`config.mk`:
```
export PLATFORM = sky130hd
export DESIGN_NAME = tms_top
export DESIGN_NICKNAME = d
export VERILOG_FILES = /design/src/design/tms_pkg.sv /design/src/design/tms_mode_reg.sv /design/src/design/tms_top.sv
export VERILOG_INCLUDE_DIRS = /design/src /design/src/design
export SDC_FILE = /design/constraint.sdc
export NUM_CORES = 1
export LEC_CHECK = 0
export BUFFER_PORTS_ARGS = -buffer_cell sky130_fd_sc_hd__buf_2
export CORE_MARGIN = 2
export CORE_UTILIZATION = 44
export DETAILED_ROUTE_END_ITERATION = 10
export PLACE_DENSITY = 0.76
export SETUP_SLACK_MARGIN = 0.05
export SYNTH_ARGS = -nofsm -noshare
export SYNTH_HDL_FRONTEND = slang
export SYNTH_SLANG_ARGS = --single-unit
export TNS_END_PERCENT = 20
```
`constraint.sdc`:
```
create_clock -name SYS_CLK_I -period 1.6 [get_ports SYS_CLK_I]
set_clock_uncertainty 0.15 [all_clocks]
set_input_delay 0.08 -clock SYS_CLK_I [delete_from_list [all_inputs] [get_ports SYS_CLK_I]]
set_output_delay 0.08 -clock SYS_CLK_I [all_outputs]
set_load 0.02 [all_outputs]
```
`src/design/tms_regs.svh`:
```
// Register offsets, bit positions and reset values of the timer mode slice
`ifndef TMS_REGS_SVH
`define TMS_REGS_SVH

`define TMS_ADDR_W        4
`define TMS_DATA_W        16
`define TMS_MODE_W        8

`define TMS_MODE_OFS      4'h0
`define TMS_CNT_OFS       4'h1

`define TMS_BIT_RUN       7
`define TMS_BIT_RSVD_HI   6
`define TMS_BIT_BUF_B     5
`define TMS_BIT_BUF_A     4
`define TMS_BIT_RSVD_LO   3
`define TMS_BIT_PWM_D     2
`define TMS_BIT_PWM_C     1
`define TMS_BIT_PWM_B     0

`define TMS_MODE_RSVD     8'h48
`define TMS_MODE_RST_RD   8'h48
`define TMS_CNT_RST       16'h0000
`define TMS_CNT_STEP      16'h0001
`define TMS_RDATA_IDLE    16'h0000
`define TMS_PAD_ZERO      8'h00

`endif

```
`src/design/tms_pkg.sv`:
```
// Types and field conversions shared by the timer mode slice
package tms_pkg;

`include "tms_regs.svh"

    typedef enum logic {TMS_FN_CAPCMP, TMS_FN_BUFFER} tms_fn_t;
    typedef enum logic {TMS_PIN_OC, TMS_PIN_PWM} tms_pin_mode_t;

    typedef struct packed {
        logic          count_run;
        tms_fn_t       buf_b_sel;
        tms_fn_t       buf_a_sel;
        tms_pin_mode_t pin_d_pwm;
        tms_pin_mode_t pin_c_pwm;
        tms_pin_mode_t pin_b_pwm;
    } tms_mode_t;

    typedef struct packed {
        logic [`TMS_DATA_W-1:0] rdata;
        logic [`TMS_DATA_W-1:0] count;
        logic                   mode_seen;
    } tms_top_state_t;

    localparam tms_mode_t TMS_MODE_RST = '{
        count_run: 1'b0,
        buf_b_sel: TMS_FN_CAPCMP,
        buf_a_sel: TMS_FN_CAPCMP,
        pin_d_pwm: TMS_PIN_OC,
        pin_c_pwm: TMS_PIN_OC,
        pin_b_pwm: TMS_PIN_OC
    };

    function automatic logic [`TMS_MODE_W-1:0] tms_mode_to_byte(
        input tms_mode_t m
    );
        logic [`TMS_MODE_W-1:0] b;
        b = `TMS_MODE_RSVD;
        b[`TMS_BIT_RUN]   = m.count_run;
        b[`TMS_BIT_BUF_B] = m.buf_b_sel;
        b[`TMS_BIT_BUF_A] = m.buf_a_sel;
        b[`TMS_BIT_PWM_D] = m.pin_d_pwm;
        b[`TMS_BIT_PWM_C] = m.pin_c_pwm;
        b[`TMS_BIT_PWM_B] = m.pin_b_pwm;
        return b;
    endfunction

    // Reserved bits are simply not picked up, so writes to them vanish
    function automatic tms_mode_t tms_byte_to_mode(
        input logic [`TMS_MODE_W-1:0] b
    );
        tms_mode_t m;
        m.count_run = b[`TMS_BIT_RUN];
        m.buf_b_sel = tms_fn_t'(b[`TMS_BIT_BUF_B]);
        m.buf_a_sel = tms_fn_t'(b[`TMS_BIT_BUF_A]);
        m.pin_d_pwm = tms_pin_mode_t'(b[`TMS_BIT_PWM_D]);
        m.pin_c_pwm = tms_pin_mode_t'(b[`TMS_BIT_PWM_C]);
        m.pin_b_pwm = tms_pin_mode_t'(b[`TMS_BIT_PWM_B]);
        return m;
    endfunction

endpackage

```
`src/design/tms_mode_reg.sv`:
```
// Storage of the timer mode register fields
`timescale 1ns/1ps
`include "tms_regs.svh"

module tms_mode_reg
    import tms_pkg::*;
(
    input  wire logic                   clk_i,
    input  wire logic                   rst_n_i,
    input  wire logic                   wr_en_i,
    input  wire logic [`TMS_MODE_W-1:0] wdata_i,
    output tms_mode_t                   mode_o
);

    tms_mode_t mode_q;
    tms_mode_t mode_d;

    always_comb
    begin
        mode_d = mode_q;
        if (wr_en_i)
        begin
            mode_d = tms_byte_to_mode(wdata_i);
        end
    end

    always_ff @(posedge clk_i or negedge rst_n_i)
    begin
        if (!rst_n_i)
        begin
            mode_q <= TMS_MODE_RST;
        end
        else
        begin
            mode_q <= mode_d;
        end
    end

    assign mode_o = mode_q;

endmodule // tms_mode_reg

```
`src/design/tms_top.sv`:
```
// Timer mode select slice: mode register, channel routing, counter gate
//
// Notes on behaviour
// - Buffer-A clear: register C captures/compares alone
// - Buffer-A set: register C buffers register A
// - Buffer-B set: register D buffers register B
// - Bit 3 reserved, ignores writes, reads 1
// - Bit 2 picks pin D compare or PWM
// - Bit 1 picks pin C compare or PWM
// - Bit 0 picks pin B compare or PWM
// - Buffer-A bit read/write, reset to 0
// - Buffer-B clear: register D captures/compares alone
// - Bit 7 halts or runs the counter
//
// Our own choices: the plain strobed port and the address map.
`timescale 1ns/1ps
`include "tms_regs.svh"

module tms_top
    import tms_pkg::*;
(
    input  wire logic                   SYS_CLK_I,
    input  wire logic                   RST_N_I,
    input  wire logic [`TMS_ADDR_W-1:0] ADDR_I,
    input  wire logic [`TMS_DATA_W-1:0] WDATA_I,
    input  wire logic                   WR_I,
    input  wire logic                   RD_I,
    output logic      [`TMS_DATA_W-1:0] RDATA_O,
    output tms_fn_t                     REG_C_FUNC_O,
    output tms_fn_t                     REG_D_FUNC_O,
    output tms_pin_mode_t               PIN_B_MODE_O,
    output tms_pin_mode_t               PIN_C_MODE_O,
    output tms_pin_mode_t               PIN_D_MODE_O,
    output logic                        COUNT_RUN_O,
    output logic      [`TMS_DATA_W-1:0] COUNT_O
);

    tms_top_state_t st_q;
    tms_top_state_t st_d;
    tms_mode_t      mode;
    logic           mode_wr;
    logic           cnt_wr;
    logic           mode_rd;
    logic           cnt_rd;

    // One address compare shared by every strobe decode
    function automatic logic addr_hit(
        input logic [`TMS_ADDR_W-1:0] addr,
        input logic [`TMS_ADDR_W-1:0] ofs
    );
        return addr == ofs;
    endfunction

    assign mode_wr = WR_I && addr_hit(ADDR_I, `TMS_MODE_OFS);
    assign cnt_wr  = WR_I && addr_hit(ADDR_I, `TMS_CNT_OFS);
    assign mode_rd = RD_I && addr_hit(ADDR_I, `TMS_MODE_OFS);
    assign cnt_rd  = RD_I && addr_hit(ADDR_I, `TMS_CNT_OFS);

    // Upper byte of a mode write is dropped; the register is eight bits
    tms_mode_reg u_mode_reg (
        .clk_i   (SYS_CLK_I),
        .rst_n_i (RST_N_I),
        .wr_en_i (mode_wr),
        .wdata_i (WDATA_I[`TMS_MODE_W-1:0]),
        .mode_o  (mode)
    );

    always_comb
    begin
        st_d = st_q;
        // Read data stand for the one cycle after the strobe only
        st_d.rdata = `TMS_RDATA_IDLE;
        if (RD_I)
        begin
            unique case (ADDR_I)
                `TMS_MODE_OFS:
                begin
                    st_d.rdata = {`TMS_PAD_ZERO,
                                  tms_mode_to_byte(mode)};
                end
                `TMS_CNT_OFS:
                begin
                    st_d.rdata = st_q.count;
                end
                default:
                begin
                    st_d.rdata = `TMS_RDATA_IDLE;
                end
            endcase
        end
        // A software load wins over the count step of the same cycle
        if (cnt_wr)
        begin
            st_d.count = WDATA_I;
        end
        else if (mode.count_run)
        begin
            st_d.count = st_q.count + `TMS_CNT_STEP;
        end
        // Only the checks read this; synthesis trims it away
        if (mode_wr)
        begin
            st_d.mode_seen = 1'b1;
        end
    end

    always_ff @(posedge SYS_CLK_I or negedge RST_N_I)
    begin
        if (!RST_N_I)
        begin
            st_q.rdata <= `TMS_RDATA_IDLE;
            st_q.count <= `TMS_CNT_RST;
            st_q.mode_seen <= 1'b0;
        end
        else
        begin
            st_q <= st_d;
        end
    end

    assign RDATA_O      = st_q.rdata;
    assign COUNT_O      = st_q.count;
    assign REG_C_FUNC_O = mode.buf_a_sel;
    assign REG_D_FUNC_O = mode.buf_b_sel;
    assign PIN_D_MODE_O = mode.pin_d_pwm;
    assign PIN_C_MODE_O = mode.pin_c_pwm;
    assign PIN_B_MODE_O = mode.pin_b_pwm;
    assign COUNT_RUN_O  = mode.count_run;
endmodule // tms_top

```
Word level (Yosys, flattened, before mapping):

Cells that the tools add are included.

* output and inout bits: 38
* bits of input ports: 24
* bits in registers: 38

* mux-type cells: 4
* add/subtract/negate cells: 1
* eq/ne operators: 1
* reductions and logical operators: 4

Operator list (count)
* $mux 16: 3
* $pmux 16 s2: 1
* $add 16x1->16 const B: 1
* $eq 4x1->1 const B: 1
* $logic_not 4->1: 1
* $logic_and 1x1->1: 2
* $reduce_bool 2->1: 1

Depth between registers and ports, before layout:

* depth in word-level cells: 3
* depth in mapped cells: 5
* gate-level depth less buffers: 5

Hierarchy:

Synthesis repeated with hierarchy kept, for this count alone.

* cell total of the unflattened synthesis: 160
* area total of the unflattened synthesis: 1752.9 um2

By module, submodules not included
* tms_top: area an instance 1501.4 um2, instances 1, sequential area each 800.8 um2, cells each 147
* tms_mode_reg: area an instance 251.5 um2, instances 1, sequential area each 150.1 um2, cells each 13

Worst setup path before layout:

OpenSTA, ideal clock, no wires.

* kind: reg2reg
* start point: reg st_q (netlist bit COUNT_O[0])
* end point: reg st_q (netlist bit COUNT_O[12])
* arrival: 1.475 ns
* library setup time: 0.137 ns
* path buffers: 0
* path slack: -0.162 ns
* cell stages (with the launch flop): 6
* clock period less this slack: 1.762 ns
* cells stage by stage: dfrtp_1 > ha_1 > nand4_4 > nor4_2 > xnor2_1 > a21oi_1

* word-level cells in the longest chain between the ends: 3

RTL lines
* start: declaration: RTL line tms_top.sv:38 `tms_top_state_t st_q;`
* start signal: assignment: RTL line tms_top.sv:117 `st_q <= st_d;`
* $add 16x1->16 (no source line)
* $mux 16: RTL line tms_top.sv:96 `else if (mode.count_run)`
* $mux 16: RTL line tms_top.sv:92 `if (cnt_wr)`

No other way between the ends. The select of a mux whose other input is x is not followed.
A chain may end at the register's enable or synchronous reset.

Final worst setup path:

* start point: reg st_q (netlist bit COUNT_O[9])
* end point: reg st_q (netlist bit COUNT_O[13])

Same word-level chain as after synthesis.

==> impl_summary.txt <==
----------------------------------------------------
[GRT]
  Pin count of the biggest net entering global routing ... 33
  Total congestion overflow ... 0
  Layer carrying the most global-route usage ... met2
  Via count of the first global-routing pass ... 1463
  Antenna violations before repair ... 0
  Combined global-route utilization of all metal layers ... 19.8%
  Met1 usage in global routing ... around 25%
  First-pass GRT wire length ... 6.53 mm
  GR Layer Usage met2 ... 34.6%
  Met3 Resource Use GR ... 4.09%

[Yosys]
  Post-synthesis instance area ... 0.00170 mm^2
  Post-synth EDFFs ... 0
  Average footprint of a synthesized cell ... 11.2 um^2
  Cell taking the most area after synthesis ... sky130_fd_sc_hd__dfrtp_1
  Total number of yosys warnings ... 0
  Part of the Yosys area used for sequential elements ... 55.9%
  Synthesized net count ... ~180
  FF+latch count, synth ... 38
  Ranking of synthesized cells by area ... sky130_fd_sc_hd__dfrtp_1 (56%), sky130_fd_sc_hd__xnor2_1 (6.7%), sky130_fd_sc_hd__a21oi_1 (5.3%)
  Flip-flop cell with the highest count after synthesis ... sky130_fd_sc_hd__dfrtp_1
  Yosys cell types ... 23
  Post-Syn Instances ... 152
  Yosys top cell area share ... 55.9%
  FFs w/ async S/R, synth ... 100%

[Floorplan]
  Row Count ... 22
  Die Wd ... approximately 66 um
  Die Footprint ... about 0.0044 mm^2
  Placeable core area ... ~0.0037 mm^2
  Initial cell density of the core ... 46.1%
  Boundary Pins ... a little over 60
  Die Span Y ... 66.2 um

[STA]
  Unrepaired setup endpoints after global routing ... true
  Measured slew at the worst slew-check pin ... roughly 0.45 ns
  Slew Limit Fails ... 0
  Relative slew slack ... 70.3%
  Worst hold margin ... 0.00313 ns
  Final count of negative-setup-slack endpoints ... 0
  Fin. Hold Viols ... 0
  Final critical path time including I/O delays and setup ... approximately 1.5 ns
  Portion of the clock cycle consumed by the worst path in the final layout ... 94.4%
  Max Clock Freq ... 662 MHz

[Clocking]
  Depth of the CTS H-tree ... 2
  Clock tree from TritonCTS ... yes
  Latest clock arrival within the worst-skew pair ... around 0.29 ns
  Number of CTS-inserted buffers ... 5
  Clock root cell ... sky130_fd_sc_hd__clkbuf_8
  Bufs on Longest Clock Path ... 2
  TritonCTS Sinks ... 38
  Clock transition at the registers of the reported paths ... 0.08 ns

[Detailed routing]
  Routed Wire Length ... 4.21 mm
  Average wire per standard cell ... ~14 um
  Vias after detailed routing ... 1453
  Count of routing violations after the opening detailed-route iteration ... 125
  Number of nets still failing antenna checks after routing ... 0
  DRC ... 0
  Ratio of routed vias to standard cells ... 4.91
  DRT Pass-1 Iters ... 4

[Worst setup path]
  Max Fanout on Critical Path ... 5
  Maximum cell stage delay along the critical path ... 0.44 ns
  Slowest cell on crit path ... sky130_fd_sc_hd__dfrtp_1
  Crit Path Class ... flop to flop
  Cell class contributing the biggest share of worst-path delay ... simple AND/OR/NAND/NOR gates
  Worst path buffer plus inverter count ... 0
  Worst-path cell chain ... nand4_2 > nor4_2 > xnor2_1 > a21oi_1
  Req. time, crit path ... approximately 1.6 ns
  Endpoint kind of the worst setup timing path ... flop
  Worst setup SP type ... flop
  CP Data Arrival Time ... 1.52 ns

[Power and ir drop]
  Leakage power summed over all cells ... 1.20 nW
  Max VDD drop ... ~0.00067 V
  Power Dens Cells ... 1560 mW/mm^2

[Layout]
  Total number of nets in the final design ... 272
  Layout cell share with drive strength beyond 1 ... 40.7%
  Antenna diode count ... 0
  Area Growth Syn to Fin ... 47.4%
  Finished Core Util ... 67.9%

[Outcome]
  Result of the run ... complete, no violations

[Place]
  RD Place Congestion ... 0.839
  Port buffer count ... 61
  DPL Wire Length ... 2.78 mm

[Worst hold path]
  Hold crit path type ... primary input to flop

[Job]
  Reported max-cap violation count ... 0

----------------------------------------------------
what timing repair did:
| action | CTS | global route |
|---|---|---|
| resized for setup | 0 | 11 |
| hold buffers | 19 | 0 |
| setup buffers | 1 | 1 |
| pin swaps | 1 | 3 |
| hold endpoints to repair | 43 | 0 |
| endpoints found under the setup margin | 2 | 8 |
cell families (layout without fill, tap and decap cells):
kind of cell	count (synthesis)	count (layout)	synth area share [%]
simple gates	58	58	20.5
flops	38	38	55.9
compound gates	23	23	7.87
xor+xnor	15	15	7.73
buf+inv	9	105	2.06
mux	8	8	5.15
fa+ha+maj	1	1	0.736
sequential cells by signal (all words and copies together) (netlist names):
register,cells
COUNT_O,16
u_mode_reg.mode_o,6
RDATA_O,16
worst register-to-register path, delay by kind of cell (launching register included):
| kind | cells | cell delay (ns) |
|---|---|---|
| and+or+nand+nor | 2 | 0.56 |
| DFF | 1 | 0.44 |
| xor gates and xnor gates | 1 | 0.15 |
| AOI/OAI and AO/OA | 1 | 0.09 |
cells in the mapped netlist (3+ instances only):
| master | instances |
|---|---|
| sky130_fd_sc_hd__a21oi_1 | 18 |
| sky130_fd_sc_hd__a22o_1 | 5 |
| sky130_fd_sc_hd__and2_1 | 8 |
| sky130_fd_sc_hd__clkbuf_1 | 5 |
| sky130_fd_sc_hd__dfrtp_1 | 38 |
| sky130_fd_sc_hd__inv_1 | 3 |
| sky130_fd_sc_hd__mux2_1 | 6 |
| sky130_fd_sc_hd__nand2_1 | 7 |
| sky130_fd_sc_hd__nand3_1 | 4 |
| sky130_fd_sc_hd__nor2_1 | 22 |
| sky130_fd_sc_hd__nor3_1 | 5 |
| sky130_fd_sc_hd__nor4_2 | 4 |
| sky130_fd_sc_hd__xnor2_1 | 13 |
routing by layer:
metal / up-vias / wire length, um
li1: 711 / -
met1: 689 / 1830
met2: 47 / 2110
met3: 6 / 211
met4: 0 / 55
met5: - / 0
power breakdown:
| group | leakage, nW | switching, mW | internal (mW) |
|---|---|---|---|
| sequential | 0.463 | 0.300 | 1.21 |
| combinational | 0.689 | 0.946 | 0.666 |
| clock | 0.0504 | 0.341 | 0.463 |
stage by stage:
stage	cell area, um^2	total power [mW]	setup WS, ns	std cells	TNS, ns
4_1_cts	2450	3.82	0.0485	295	0
2_1_floorplan	1710	2.39	-0.0486	152	-0.0591
3_3_place_gp	2140	2.92	0.0448	267	0
6_report	2510	3.92	0.0896	296	0
3_5_place_dp	2140	2.95	0.0265	267	0
5_1_grt	2510	4.15	-0.00960	296	-0.0192
final cells by class:
| cell class | count | area, um^2 |
|---|---|---|
| fill | 281 | 1180 |
| sequential | 38 | 958 |
| multi-input combinational | 105 | 762 |
| timing repair buffer | 94 | 601 |
| clock buffer | 5 | 68.8 |
| tap | 48 | 60.1 |
| clock inverter | 3 | 45.0 |
| inverter | 3 | 11.3 |
final timing paths:
kind / start / endpoint / slack, ns / cells after the start
max: COUNT_O[9]$_DFFE_PN0P_ / COUNT_O[13]$_DFFE_PN0P_ / 0.09 / 4
min: ADDR_I[1] / RDATA_O[3]$_DFF_PN0_ / 0.003 / 3
max reg2reg: COUNT_O[9]$_DFFE_PN0P_ / COUNT_O[13]$_DFFE_PN0P_ / 0.09 / 4
min reg2reg: u_mode_reg.mode_o[2]$_DFFE_PN0P_ / RDATA_O[2]$_DFF_PN0_ / 0.37 / 1
max in group asynchronous: RST_N_I / RDATA_O[7]$_DFF_PN0_ / 0.57 / 3
min in group asynchronous: RST_N_I / COUNT_O[6]$_DFFE_PN0P_ / 0.13 / 2
cell usage in the layout, fill, tap and decap left out:
cell type                        n
sky130_fd_sc_hd__a21oi_1        18
sky130_fd_sc_hd__a22o_1          5
sky130_fd_sc_hd__and2_1          8
sky130_fd_sc_hd__buf_2          61
sky130_fd_sc_hd__buf_4          14
sky130_fd_sc_hd__bufinv_16       1
sky130_fd_sc_hd__clkbuf_8        5
sky130_fd_sc_hd__clkinvlp_4      2
sky130_fd_sc_hd__dfrtp_1        32
sky130_fd_sc_hd__dfrtp_2         6
sky130_fd_sc_hd__dlygate4sd3_1  19
sky130_fd_sc_hd__ha_2            1
sky130_fd_sc_hd__inv_1           3
sky130_fd_sc_hd__mux2_1          6
sky130_fd_sc_hd__mux2i_1         2
sky130_fd_sc_hd__nand2_1         7
sky130_fd_sc_hd__nand3_1         3
sky130_fd_sc_hd__nand3_2         1
sky130_fd_sc_hd__nand4_1         2
sky130_fd_sc_hd__nand4_2         1
sky130_fd_sc_hd__nand4_4         2
sky130_fd_sc_hd__nand4b_1        1
sky130_fd_sc_hd__nor2_1         22
sky130_fd_sc_hd__nor3_1          3
sky130_fd_sc_hd__nor3_4          2
sky130_fd_sc_hd__nor3b_2         1
sky130_fd_sc_hd__nor4_2          2
sky130_fd_sc_hd__nor4_4          2
sky130_fd_sc_hd__or2_1           1
sky130_fd_sc_hd__xnor2_1        13
sky130_fd_sc_hd__xor2_1          2
Power figures use the tool's default switching activity.
